[config.mk]
export PLATFORM = sky130hd
export DESIGN_NAME = pdm_i2s_bridge
export DESIGN_NICKNAME = d
export VERILOG_FILES = /design/src/pkg/pdm_bridge_pkg.sv /design/src/verilog/sample_fifo.sv /design/src/verilog/pdm_i2s_bridge.sv
export SDC_FILE = /design/constraint.sdc
export NUM_CORES = 1
export LEC_CHECK = 0
export BUFFER_PORTS_ARGS = -buffer_cell sky130_fd_sc_hd__buf_4
export CAP_MARGIN = 20
export CELL_PAD_IN_SITES_DETAIL_PLACEMENT = 0
export CELL_PAD_IN_SITES_GLOBAL_PLACEMENT = 1
export CORE_MARGIN = 5
export CORE_UTILIZATION = 35
export DETAILED_ROUTE_END_ITERATION = 8
export PLACE_DENSITY_LB_ADDON = 0.1
export SETUP_SLACK_MARGIN = 0.1
export SYNTH_ARGS = -nofsm -noshare
export SYNTH_HDL_FRONTEND = slang
export SYNTH_SLANG_ARGS = --single-unit
[constraint.sdc]
create_clock -name i_clk_sys -period 3.85 [get_ports i_clk_sys]
set_input_delay 0.1925 -clock i_clk_sys [delete_from_list [all_inputs] [get_ports i_clk_sys]]
set_output_delay 0.1925 -clock i_clk_sys [all_outputs]
set_load 0.02 [all_outputs]
[src/pkg/pdm_bridge_pkg.sv]
// Shared constants for the PDM microphone to I2S bridge
`default_nettype none
package pdm_bridge_pkg;
  // Jumper codes {first, second}, 1 = closed
  localparam logic [1:0] RATE_CC = 2'h3;
  localparam logic [1:0] RATE_CO = 2'h2;
  localparam logic [1:0] RATE_OC = 2'h1;
  localparam logic [1:0] RATE_OO = 2'h0;
  // Reference clock and the mic clock with both rate jumpers closed, in kHz
  localparam int unsigned REF_OSC_KHZ = 12000;
  localparam int unsigned MIC_CLK_CC_KHZ = 2400;
  localparam int unsigned EXT_DIV = 5;
  // Half periods of the mic clock in reference edges; both edges tick
  localparam logic [3:0] HALF_CC = 4'(REF_OSC_KHZ / MIC_CLK_CC_KHZ);
  localparam logic [3:0] HALF_CO = 4'(REF_OSC_KHZ / 1600);
  // 1.6 MHz is 15 edges a period, so the low half takes the odd one
  localparam logic [3:0] HALF_CO_LO =
    4'(2 * REF_OSC_KHZ / 1600 - REF_OSC_KHZ / 1600);
  localparam logic [3:0] HALF_OC = 4'(REF_OSC_KHZ / 1200);
  localparam logic [3:0] HALF_OO = 4'(REF_OSC_KHZ / 800);
  // External reference over five: five edges each half
  localparam logic [2:0] EXT_HALF_HI = 3'(EXT_DIV);
  localparam logic [2:0] EXT_HALF_LO = 3'(EXT_DIV);
  // Decimation and I2S framing
  localparam int unsigned DECIM = 50;
  localparam logic [5:0] DECIM_LAST = 6'(DECIM - 1);
  localparam int unsigned SAMPLE_W = 24;
  localparam int unsigned SLOT_BITS = 25;
  localparam logic [4:0] SLOT_LAST = 5'(SLOT_BITS - 1);
  localparam int unsigned ACC_W = 16;
  localparam int unsigned FIFO_W = 48;
  localparam int unsigned FIFO_D = 32;
  localparam logic [15:0] ACC_RST = 16'h0000;
endpackage
`default_nettype wire

[src/verilog/sample_fifo.sv]
// Flip-flop FIFO with valid/ready on both sides
`default_nettype none
module sample_fifo #(
  parameter int unsigned WIDTH = 48,
  parameter int unsigned DEPTH = 32
) (
  input wire logic i_clk_sys,
  input wire logic i_nrst,
  input wire logic i_in_valid,
  output logic o_in_ready,
  input wire logic [WIDTH-1:0] i_in_data,
  output logic o_out_valid,
  input wire logic i_out_ready,
  output logic [WIDTH-1:0] o_out_data
);
  localparam int unsigned AW = $clog2(DEPTH);
  logic [WIDTH-1:0] mem_r [DEPTH];
  logic [AW-1:0] wr_r;
  logic [AW-1:0] rd_r;
  logic [AW:0] cnt_r;
  logic push;
  logic pop;

  assign o_in_ready = (cnt_r != (AW+1)'(DEPTH));
  assign o_out_valid = (cnt_r != '0);
  assign push = i_in_valid && o_in_ready;
  assign pop = o_out_valid && i_out_ready;
  assign o_out_data = mem_r[rd_r];

  always_ff @(posedge i_clk_sys)
  begin
    if (push)
    begin
      mem_r[wr_r] <= i_in_data;
    end
  end

  always_ff @(posedge i_clk_sys or negedge i_nrst)
  begin
    if (!i_nrst)
    begin
      wr_r <= '0;
      rd_r <= '0;
      cnt_r <= '0;
    end
    else
    begin
      if (push)
        wr_r <= wr_r + 1'b1;
      if (pop)
        rd_r <= rd_r + 1'b1;
      cnt_r <= cnt_r + (AW+1)'(push) - (AW+1)'(pop);
    end
  end
endmodule
`default_nettype wire

[src/verilog/pdm_i2s_bridge.sv]
// PDM microphone clocking, decimation and I2S output bridge
//
// Operation
// RULE_01: Two rate jumpers pick mic clock 2.4/1.6/1.2/0.8 MHz, 48/32/24/16 kHz.
// RULE_02: External reference, both jumpers closed: mic clock is reference over five.
// RULE_03: Source jumper picks 12 MHz oscillator or external reference clock.
// RULE_04: Input jumper routes on-board pair or socket plus connector.
// RULE_05: Connector carries clock and data for one or two microphones.
// RULE_06: Monitor pins copy the microphone clock and PDM data.
// RULE_07: Device drives I2S data, bit clock and frame clock as source.
// RULE_08: Two 25-bit channels per frame, 24-bit samples MSB first.
// RULE_09: Stereo mics drive on opposite edges; each sampled on other phase.
// RULE_10: Two decimation filters, one per stereo channel.
// RULE_11: Each filter decimates by fifty, one sample per frame.
`default_nettype none
module pdm_i2s_bridge (
  input wire logic i_clk_sys,
  input wire logic i_nrst,
  input wire logic i_osc_12m,
  input wire logic i_external_clock_input,
  input wire logic i_clock_source_jumper,
  input wire logic [1:0] i_clock_rate_jumpers,
  input wire logic i_input_source_jumpers,
  input wire logic i_onboard_data_a,
  input wire logic i_onboard_data_b,
  input wire logic i_socketed_part_data,
  input wire logic i_external_mic_connector_data,
  output logic o_onboard_clk,
  output logic o_socketed_part_clk,
  output logic o_external_mic_connector_clk,
  output logic o_monitor_header_clk,
  output logic o_monitor_header_data,
  output logic o_i2s_sd,
  output logic o_i2s_bclk,
  output logic o_i2s_lrclk,
  output logic o_fifo_overflow
);
  ////////////////////////////////////////////////////////////////////////
  // Reference tick selection
  logic ref_osc_r;
  logic ref_ext_r;
  logic ref_sel;
  logic ref_tick;
  logic ref_prev_r;

  always_ff @(posedge i_clk_sys or negedge i_nrst)
  begin
    if (!i_nrst)
    begin
      ref_osc_r <= 1'b0;
      ref_ext_r <= 1'b0;
      ref_prev_r <= 1'b0;
    end
    else
    begin
      ref_osc_r <= i_osc_12m;
      ref_ext_r <= i_external_clock_input;
      ref_prev_r <= ref_sel;
    end
  end

  // Both reference edges tick, so 1.6 MHz divides out exactly
  assign ref_sel = i_clock_source_jumper ? ref_ext_r : ref_osc_r; // RULE_03
  assign ref_tick = ref_sel ^ ref_prev_r;

  ////////////////////////////////////////////////////////////////////////
  // Microphone clock divider
  logic [3:0] half_lim;
  logic [3:0] div_r;
  logic mclk_r;
  logic mclk_rise;
  logic mclk_fall;

  always_comb
  begin
    if (i_clock_source_jumper && i_clock_rate_jumpers == pdm_bridge_pkg::RATE_CC)
      half_lim = mclk_r ? 4'(pdm_bridge_pkg::EXT_HALF_HI)
                        : 4'(pdm_bridge_pkg::EXT_HALF_LO); // RULE_02
    else
    begin
      case (i_clock_rate_jumpers) // RULE_01
        pdm_bridge_pkg::RATE_CC: half_lim = pdm_bridge_pkg::HALF_CC;
        pdm_bridge_pkg::RATE_CO: half_lim = mclk_r ? pdm_bridge_pkg::HALF_CO
          : pdm_bridge_pkg::HALF_CO_LO;
        pdm_bridge_pkg::RATE_OC: half_lim = pdm_bridge_pkg::HALF_OC;
        default: half_lim = pdm_bridge_pkg::HALF_OO;
      endcase
    end
  end

  assign mclk_rise = ref_tick && (div_r + 4'h1 >= half_lim) && !mclk_r;
  assign mclk_fall = ref_tick && (div_r + 4'h1 >= half_lim) && mclk_r;

  always_ff @(posedge i_clk_sys or negedge i_nrst)
  begin
    if (!i_nrst)
    begin
      div_r <= 4'h0;
      mclk_r <= 1'b0;
    end
    else if (ref_tick)
    begin
      if (div_r + 4'h1 >= half_lim)
      begin
        div_r <= 4'h0;
        mclk_r <= !mclk_r;
      end
      else
        div_r <= div_r + 4'h1;
    end
  end

  // Clock goes to both source groups, shared by a stereo pair
  assign o_onboard_clk = mclk_r; // RULE_05
  assign o_socketed_part_clk = mclk_r;
  assign o_external_mic_connector_clk = mclk_r;

  ////////////////////////////////////////////////////////////////////////
  // Input routing and phase sampling
  logic pdm_data;
  logic left_bit_r;
  logic right_bit_r;
  logic mon_data_r;

  always_comb
  begin
    if (i_input_source_jumpers) // RULE_04
      pdm_data = i_socketed_part_data | i_external_mic_connector_data;
    else
      pdm_data = i_onboard_data_a | i_onboard_data_b;
  end

  always_ff @(posedge i_clk_sys or negedge i_nrst)
  begin
    if (!i_nrst)
    begin
      left_bit_r <= 1'b0;
      right_bit_r <= 1'b0;
      mon_data_r <= 1'b0;
    end
    else
    begin
      // Rising-edge talker is stable by the falling edge, and vice versa
      if (mclk_fall)
        left_bit_r <= pdm_data; // RULE_09
      if (mclk_rise)
        right_bit_r <= pdm_data; // RULE_09
      mon_data_r <= pdm_data;
    end
  end

  assign o_monitor_header_clk = mclk_r; // RULE_06
  assign o_monitor_header_data = mon_data_r; // RULE_06

  ////////////////////////////////////////////////////////////////////////
  // Decimation: boxcar count of ones over fifty bits per channel
  logic [5:0] dec_cnt_r;
  logic dec_done;
  logic [pdm_bridge_pkg::ACC_W-1:0] acc_r [2];
  logic [pdm_bridge_pkg::SAMPLE_W-1:0] pcm [2];
  logic [1:0] new_bit;

  assign new_bit = {right_bit_r, left_bit_r};
  assign dec_done = mclk_rise && (dec_cnt_r == pdm_bridge_pkg::DECIM_LAST);

  always_ff @(posedge i_clk_sys or negedge i_nrst)
  begin
    if (!i_nrst)
      dec_cnt_r <= 6'h00;
    else if (mclk_rise)
      dec_cnt_r <= dec_done ? 6'h00 : dec_cnt_r + 6'h01; // RULE_11
  end

  genvar ch;
  generate
    for (ch = 0; ch < 2; ch++)
    begin : g_decim // RULE_10
      always_ff @(posedge i_clk_sys or negedge i_nrst)
      begin
        if (!i_nrst)
          acc_r[ch] <= pdm_bridge_pkg::ACC_RST;
        else if (mclk_rise)
          acc_r[ch] <= dec_done ? 16'(new_bit[ch])
                                : acc_r[ch] + 16'(new_bit[ch]); // RULE_11
      end
      // Map 0..50 ones to signed: (2*ones - 50) scaled up; coarse but exact
      assign pcm[ch] = 24'((32'(acc_r[ch]) * 2 - 32'(pdm_bridge_pkg::DECIM))
                           <<< 17);
    end
  endgenerate

  ////////////////////////////////////////////////////////////////////////
  // Sample FIFO
  logic fifo_in_ready;
  logic fifo_out_valid;
  logic fifo_pop;
  logic [pdm_bridge_pkg::FIFO_W-1:0] fifo_out;
  logic ovf_r;

  sample_fifo #(
    .WIDTH(pdm_bridge_pkg::FIFO_W),
    .DEPTH(pdm_bridge_pkg::FIFO_D)
  ) u_fifo (
    .i_clk_sys(i_clk_sys),
    .i_nrst(i_nrst),
    .i_in_valid(dec_done),
    .o_in_ready(fifo_in_ready),
    .i_in_data({pcm[0], pcm[1]}),
    .o_out_valid(fifo_out_valid),
    .i_out_ready(fifo_pop),
    .o_out_data(fifo_out)
  );

  // A full FIFO drops the sample; the flag stays until reset
  always_ff @(posedge i_clk_sys or negedge i_nrst)
  begin
    if (!i_nrst)
      ovf_r <= 1'b0;
    else if (dec_done && !fifo_in_ready)
      ovf_r <= 1'b1;
  end
  assign o_fifo_overflow = ovf_r;

  ////////////////////////////////////////////////////////////////////////
  // I2S transmitter: bit clock equals mic clock, 50 bits per frame
  logic [4:0] bit_r;
  logic lr_r;
  logic [pdm_bridge_pkg::FIFO_W-1:0] frame_r;
  logic [pdm_bridge_pkg::SAMPLE_W-1:0] shift_r;
  logic sd_r;
  logic frame_end;

  assign frame_end = mclk_fall && lr_r && (bit_r == pdm_bridge_pkg::SLOT_LAST);
  assign fifo_pop = frame_end && fifo_out_valid;

  always_ff @(posedge i_clk_sys or negedge i_nrst)
  begin
    if (!i_nrst)
    begin
      bit_r <= 5'h00;
      lr_r <= 1'b0;
      frame_r <= '0;
      shift_r <= '0;
      sd_r <= 1'b0;
    end
    else if (mclk_fall) // RULE_07
    begin
      if (bit_r == pdm_bridge_pkg::SLOT_LAST)
      begin
        bit_r <= 5'h00;
        lr_r <= !lr_r;
        sd_r <= 1'b0;
        // Underrun repeats the previous frame rather than emitting junk
        if (frame_end && fifo_out_valid)
          frame_r <= fifo_out;
        shift_r <= lr_r ? (fifo_out_valid ? fifo_out[47:24] : frame_r[47:24])
                        : frame_r[23:0];
      end
      else
      begin
        bit_r <= bit_r + 5'h01; // RULE_08
        sd_r <= shift_r[pdm_bridge_pkg::SAMPLE_W-1];
        shift_r <= {shift_r[pdm_bridge_pkg::SAMPLE_W-2:0], 1'b0}; // RULE_08
      end
    end
  end

  assign o_i2s_bclk = mclk_r;
  assign o_i2s_lrclk = lr_r;
  assign o_i2s_sd = sd_r;
endmodule
`default_nettype wire

==> Word-level counts from Yosys, hierarchy flattened <==
Memory sizes are Yosys's and may differ from the RTL's.
Index checks and enable logic that the tools add are counted.
{ "totals": {"reg_bits": 145, "mem_bits_rw": 448, "in_bits": 12, "memories": 1} }
{ "mem_list": {"columns": ["name", "words", "word_bits", "rd", "rd_ports_with_merged_regs", "write_ports", "line", "rtl"], "rows": [
  ["u_fifo.mem_r", 32, 14, 1, 0, 1, "sample_fifo.sv:17", "logic [WIDTH-1:0] mem_r [DEPTH];"]
]} }
{ "classes": {"add_sub_neg": 11, "order_cmp": 1, "n_eq_ne": 6, "muxes": 16, "bitwise_logic": 3, "n_reduce_logical": 18} }
{ "op_table": {"columns": ["op", "count"], "rows": [
  ["two-way mux 24 bit", 3],
  ["adder 16 x 1 -> 16 bit", 2],
  ["two-way mux 16 bit", 2],
  ["adder 5 x 1 -> 5 bit, second input constant", 3],
  ["subtractor 7 x 6 -> 7 bit, second input constant", 2],
  ["two-way mux 4 bit", 3],
  ["case mux 4 bit (3 select lines)", 1],
  ["logical AND 1 bit", 11],
  ["adder 6 x 1 -> 6 bit", 1],
  ["adder 6 x 1 -> 6 bit, second input constant", 1],
  ["== test 6 bit, second input constant", 1],
  ["two-way mux 6 bit", 1],
  ["!= test 6 bit, second input constant", 1],
  ["nonzero test 6 bit", 1],
  ["subtractor 6 x 1 -> 6 bit", 1],
  ["== test 5 bit, second input constant", 1],
  ["two-way mux 1 bit", 5],
  ["two-way mux 5 bit", 1],
  ["adder 4 x 1 -> 4 bit, second input constant", 1],
  ["== test 2 bit, second input constant", 2],
  [">= comparator 4 bit", 1],
  ["AND reduction 2 bit", 2],
  ["logical NOT 1 bit", 3],
  ["AND reduction 3 bit", 1],
  ["other kinds (3)", 4]
]} }

==> Longest topological paths before layout <==
{ "logic_depth": {"word_depth": 11, "ltp_mapped": 17, "ltp_nobuf": 17} }

==> By module <==
Synthesis repeated with hierarchy kept, for this count alone.
{ "unflattened": {"hier_cells": 3152, "area_unflattened_um2": 64421.8} }
{ "modules_own_cells": {"columns": ["mod", "instances", "cells_each", "area_each_um2", "seq_area_each_um2"], "rows": [
  ["sample_fifo", 1, 2639, 59001.6, 46524.6],
  ["pdm_i2s_bridge", 1, 513, 5420.2, 2727.6]
]} }

==> Worst setup path after synthesis <==
OpenSTA, ideal clock, no wires.
{ "synth_timing": {"kind": "reg2reg", "start": "register mclk_r, in the netlist o_external_mic_connector_clk", "end": "register u_fifo.cnt_r[4]", "t_arrival_ns": 3.465, "required_time_ns": 3.770, "setup_slack_ns": 0.305, "stages_incl_launch_ff": 18, "n_path_buf": 0, "period_less_slack_ns": 3.545, "cell_sequence": "dfrtp_1 nor2_1 mux2i_1 inv_1 ha_1 or2_2 a21oi_1 nor4_4 nand2_1 inv_2 ha_1 inv_1 ha_1 fa_1 a21oi_1 nor2_1 nor2_1 xnor2_1"} }
{ "synth_via": {"elab_chain_cells": 11, "elab_cells_between_ends": 16, "cone_classes": "2 x add/sub; 1 x order compare; 3 x mux; 10 x reduce/logical"} }
{ "synth_lines": {"columns": ["element", "line", "rtl"], "rows": [
  ["start, declared", "pdm_i2s_bridge.sv:70", "logic mclk_r;"],
  ["start signal, assigned", "pdm_i2s_bridge.sv:106", "mclk_r <= !mclk_r;"],
  ["two-way mux 4 bit", "pdm_i2s_bridge.sv:83", "pdm_bridge_pkg::RATE_CO: half_lim = mclk_r ? pdm_bridge_pkg::HALF_CO"],
  ["case mux 4 bit (3 select lines)", "pdm_i2s_bridge.sv:81", "case (i_clock_rate_jumpers)"],
  ["two-way mux 4 bit", "pdm_i2s_bridge.sv:76", "if (i_clock_source_jumper && i_clock_rate_jumpers == pdm_bridge_pkg::RATE_CC)"],
  [">= comparator 4 bit", "pdm_i2s_bridge.sv:92", "assign mclk_fall = ref_tick && (div_r + 4'h1 >= half_lim) && mclk_r;"],
  ["logical AND 1 bit", "pdm_i2s_bridge.sv:92", null],
  ["logical AND 1 bit (*)", "pdm_i2s_bridge.sv:92", null],
  ["logical AND 1 bit (*) (2 in a row)", "pdm_i2s_bridge.sv:233", "assign frame_end = mclk_fall && lr_r && (bit_r == pdm_bridge_pkg::SLOT_LAST);"],
  ["logical AND 1 bit (*)", "pdm_i2s_bridge.sv:234", "assign fifo_pop = frame_end && fifo_out_valid;"],
  ["logical AND 1 bit (*)", "sample_fifo.sv:27", "assign pop = o_out_valid && i_out_ready;"],
  ["net u_fifo.pop", "sample_fifo.sv:22", "logic pop;"],
  ["subtractor 6 x 1 -> 6 bit (*)", "sample_fifo.sv:52", "cnt_r <= cnt_r + (AW+1)'(push) - (AW+1)'(pop);"],
  ["end signal, assigned", "sample_fifo.sv:52", null],
  ["end, declared", "sample_fifo.sv:20", "logic [AW:0] cnt_r;"]
]} }
Mark *: on every way through the listed nets, which the timed path passes. The rest lies on a longest branch.
A chain may end at the register's enable or synchronous reset.

==> Worst setup path after layout <==
{ "layout_timing": {"start": "register div_r[0]", "end": "register u_fifo.cnt_r[4]"} }
{ "layout_via": {"elab_chain_cells": 9, "elab_cells_between_ends": 13, "cone_classes": "3 x add/sub; 1 x order compare; 9 x reduce/logical"} }
{ "layout_lines": {"columns": ["element", "line", "rtl"], "rows": [
  ["start, declared", "pdm_i2s_bridge.sv:69", "logic [3:0] div_r;"],
  ["start signal, assigned", "pdm_i2s_bridge.sv:109", "div_r <= div_r + 4'h1;"],
  ["adder 4 x 1 -> 4 bit", "pdm_i2s_bridge.sv:92", null],
  [">= comparator 4 bit", "pdm_i2s_bridge.sv:92", null],
  ["logical AND 1 bit (2 in a row)", "pdm_i2s_bridge.sv:92", null],
  ["logical AND 1 bit (2 in a row)", "pdm_i2s_bridge.sv:233", null],
  ["logical AND 1 bit", "pdm_i2s_bridge.sv:234", null],
  ["logical AND 1 bit", "sample_fifo.sv:27", null],
  ["net u_fifo.pop", "sample_fifo.sv:22", null],
  ["subtractor 6 x 1 -> 6 bit", "sample_fifo.sv:52", null]
]} }
The timed path passes the listed nets, and every way through them passes these cells.

==> impl_metrics.yaml <==
global_routing:
  antenna_found_initial: 1
  grt_max_degree: 72
  grt_pass1_wl_um: 72650
  globalRouteTotalUtil_pct: 16.62
  grt_pass1_vias: 10440
  grt-ovfl-total: 0
critical_path:
  crit_path_max_fanout: 6
  cp_top_family: "adder cells"
  cp_slowest_stage_delay_ns: 0.42
  worstPathArrival_ns: 3.89
  crit_path_cell_trace: "ha_1 -> xor2_1 -> ha_1 -> or2_2 -> a21oi_1 -> nor4_4 -> nand2_1 -> inv_2 -> ha_1 -> inv_1 -> ha_1 -> fa_1 -> a21oi_1 -> nor2_1 -> nor2_1 -> xnor2_1"
  crit_top_cell: "ha_1"
  endpoint_kind: "flop"
  worstSetupPathType: "flop to flop"
  cp.required_ns: 4.36
  slowest_stage: "dfrtp_1"
  cp-start-kind: "flop"
  path_buf_inv: 2
floorplan:
  start_util_pct: 35.17
  die_y_um: 241.9
  core_area_um2: 53500
  io_pins: 21
  die_w_um: 241.9
  dieArea_um2: 58500
  core.rowCount: 85
synthesis:
  async_flop_share_pct: 15.60
  ys_warn_count: 0
  synth_ff_type: "edfxtp_1"
  synth_cell_types: 73
  synth-edff-count: 384
  synth.area.top_cells: "edfxtp_1 (61%), dfrtp_1 (9.4%), mux4_2 (9.0%), mux2i_1 (2.1%), ha_1 (1.9%)"
  synth_top_area_share_pct: 61.28
  yosysTopAreaCell: "edfxtp_1"
  syn_nets: 1121
  synth_cells: 1079
  avgSynthCellArea_um2: 17.44
  seq_area_frac_synth_pct: 70.73
  synth_area_um2: 18820
  ys_seq_elements: 455
power:
  pwr-share-seq_pct: 48.7
  swShare_pct: 26.61
  p_switching_uw: 3411
  pwr-share-comb_pct: 13.5
  p_clk_share_pct: 37.8
  power_density_nw_per_um2: 582.9
  p_int_uw: 9409
  vdd_drop_max_mv: 0.3673
  power.leakage_uw: 0.007200
place:
  post_dp_cell_area_um2: 20240
  hpwl_um: 30730
  placement.io_buffers: 20
  gp_congestion: 0.7769
drt:
  antenna_left: 0
  first_pass_iters: 5
  routedWlPerCell_um: 25.32
  wl_um: 48760
  drc: 0
  drt_iter0_markers: 647
  vias_per_cell: 5.185
  vias: 9987
timing:
  max_freq_ghz: 0.2960
  drv_slew: 0
  fin_crit_ns: 3.378
  period_share_pct: 87.74
  setup_violations: 0
  worst_pin_slew_ns: 1.120
  hold_viol: 0
  slew_headroom_pct: 25.25
  rsz0062_at_grt: "false"
  tns_ns: 0
  fin_skew_ns: 0.02722
clocking:
  cts-htree-levels: 2
  cts_resized: 0
  cts_buffers: 51
  clk_pin_slew_worst_paths_ns: 0.06
  cts_tree: "built"
  root_buffer: "clkbuf_16"
  clock_latency_ns: 0.59
  clk_path_buf_depth: 3
  clock_sinks: 455
cells_and_area:
  multiInputGateArea_um2: 5109
  diodes: 0
  mostFrequentLayoutCells: "edfxtp_1 (384), buf_4 (98), mux4_2 (75), dfrtp_1 (69), nor2_1 (54)"
  mostFrequentLayoutCell: "edfxtp_1"
  final_area_um2: 21990
  drive_gt1_share_pct: 23.90
  final_nets: 1231
  ff_latch_area_um2: 13320
  fill_cells: 4874
  syn_to_final_growth_pct: 16.88
flow_run:
  cap_violations: 0
hold_path:
  hold_class: "primary input to flop"
status:
  outcome: "finished, final reports clean"
## power by group through the flow
stage                     logic [uW]  clock network [uW]  registers, uW
after CTS                       1770                5000           6240
after global routing            1920                5200           6260
after detailed placement        1770                   0           6340
final                           1730                4850           6240
after global placement          1740                   0           6340
after floorplan                  904                   0           6330
## final cells by class
cell class                 count  share of cell area (%)
timing repair buffer         112                   4.261
multi-input combinational    540                   23.23
sequential                   455                   60.55
inverter                      29                  0.4950
tap                          696                   3.960
clock buffer                  63                   6.105
clock inverter                31                   1.405
## registers in the layout (all words and copies together) (netlist names), 4 cells and up
signal        flops
dec_cnt_r         6
div_r             4
u_fifo.cnt_r      6
u_fifo.mem_r    384
u_fifo.wr_r       5
shift_r           6
acc_r            12
frame_r          12
bit_r             5
u_fifo.rd_r       5
## kinds of logic after synthesis
family	count (synthesis)	share of synthesized area [%]
flops	455	70.73
simple gates	192	5.140
compound gates	158	5.878
mux	134	12.50
buf+inv	84	2.467
fa+ha+maj	30	2.035
xor+xnor	26	1.250
## timing repair
item	in CTS	in global routing
hold buffers	6	1
endpoints found under the setup margin	0	0
buffers inserted	0	0
endpoints found under the hold margin	77	7
## metrics by stage
| stage | worst slack (ns) | hold WS (ns) | utilization (%) | cells | total power [uW] |
|---|---|---|---|---|---|
| 2_1_floorplan | 0.3049 | -0.1031 | - | 1079 | 7232 |
| 3_3_place_gp | 0.4786 | 0.3038 | 37.83 | 1823 | 8076 |
| 3_5_place_dp | 0.4328 | 0.3046 | 37.84 | 1824 | 8112 |
| 4_1_cts | 0.4265 | 0.07098 | 41.04 | 1924 | 13010 |
| 5_1_grt | 0.2343 | 0.1079 | 41.11 | 1926 | 13380 |
| 6_report | 0.4719 | 0.08307 | 41.11 | 1926 | 12820 |
## cells in the mapped netlist, types with 4 or more instances
cell / instances
ha_1: 29
o21ai_0: 44
nor3_1: 11
nand2b_1: 6
mux2i_1: 39
buf_2: 13
buf_1: 4
o22ai_1: 7
nand3b_1: 7
buf_4: 9
xor2_1: 10
nor2b_1: 9
edfxtp_1: 384
a32o_1: 5
a21o_1: 6
mux2_2: 16
xnor2_1: 15
and3_1: 5
a21oi_1: 17
nand2_1: 46
and2_1: 6
nor2_1: 55
nand3_1: 24
a22o_1: 10
dfrtp_1: 71
inv_1: 27
mux4_2: 75
o31ai_1: 12
a211oi_2: 6
o221ai_1: 10
a31oi_1: 5
buf_6: 5
clkbuf_1: 19
o21ai_1: 4
nand4_1: 7
buf_8: 4
a22oi_1: 7
## worst min-delay path, cell delays in order
cell and delay (ns):
buf_4 0.11, nor2_1 0.07, a21oi_1 0.13, nand2_1 0.08, nand2_1 0.05
## routing by layer
| layer | part of all wire [%] | wire, um | up-vias | global-route usage (%) |
|---|---|---|---|---|
| met4 | 2.4 | 1166 | 0 | 4.918 |
| met3 | 3.5 | 1729 | 61 | 2.385 |
| li1 | - | - | 4500 | - |
| met1 | 47 | 22980 | 5258 | 24.01 |
| met5 | 0 | 0 | - | 0 |
| met2 | 47 | 22880 | 168 | 26.43 |
## path summary, 6_finish.rpt
path,start,endpoint,slack [ns],cells after the start
min reg2reg,o_i2s_sd$_DFFE_PN0N_,o_i2s_sd$_DFFE_PN0N_,0.47,2
max,div_r[0]$_DFFE_PN0P_,u_fifo.cnt_r[4]$_DFF_PN0_,0.47,16
max in group asynchronous,i_nrst,u_fifo.rd_r[0]$_DFFE_PN0P_,2.72,4
max reg2reg,div_r[0]$_DFFE_PN0P_,u_fifo.cnt_r[4]$_DFF_PN0_,0.47,16
min,i_socketed_part_data,right_bit_r$_DFFE_PN0P_,0.08,5
min in group asynchronous,i_nrst,div_r[0]$_DFFE_PN0P_,0.50,3
Note: power is estimated with default switching activity, not from simulation.
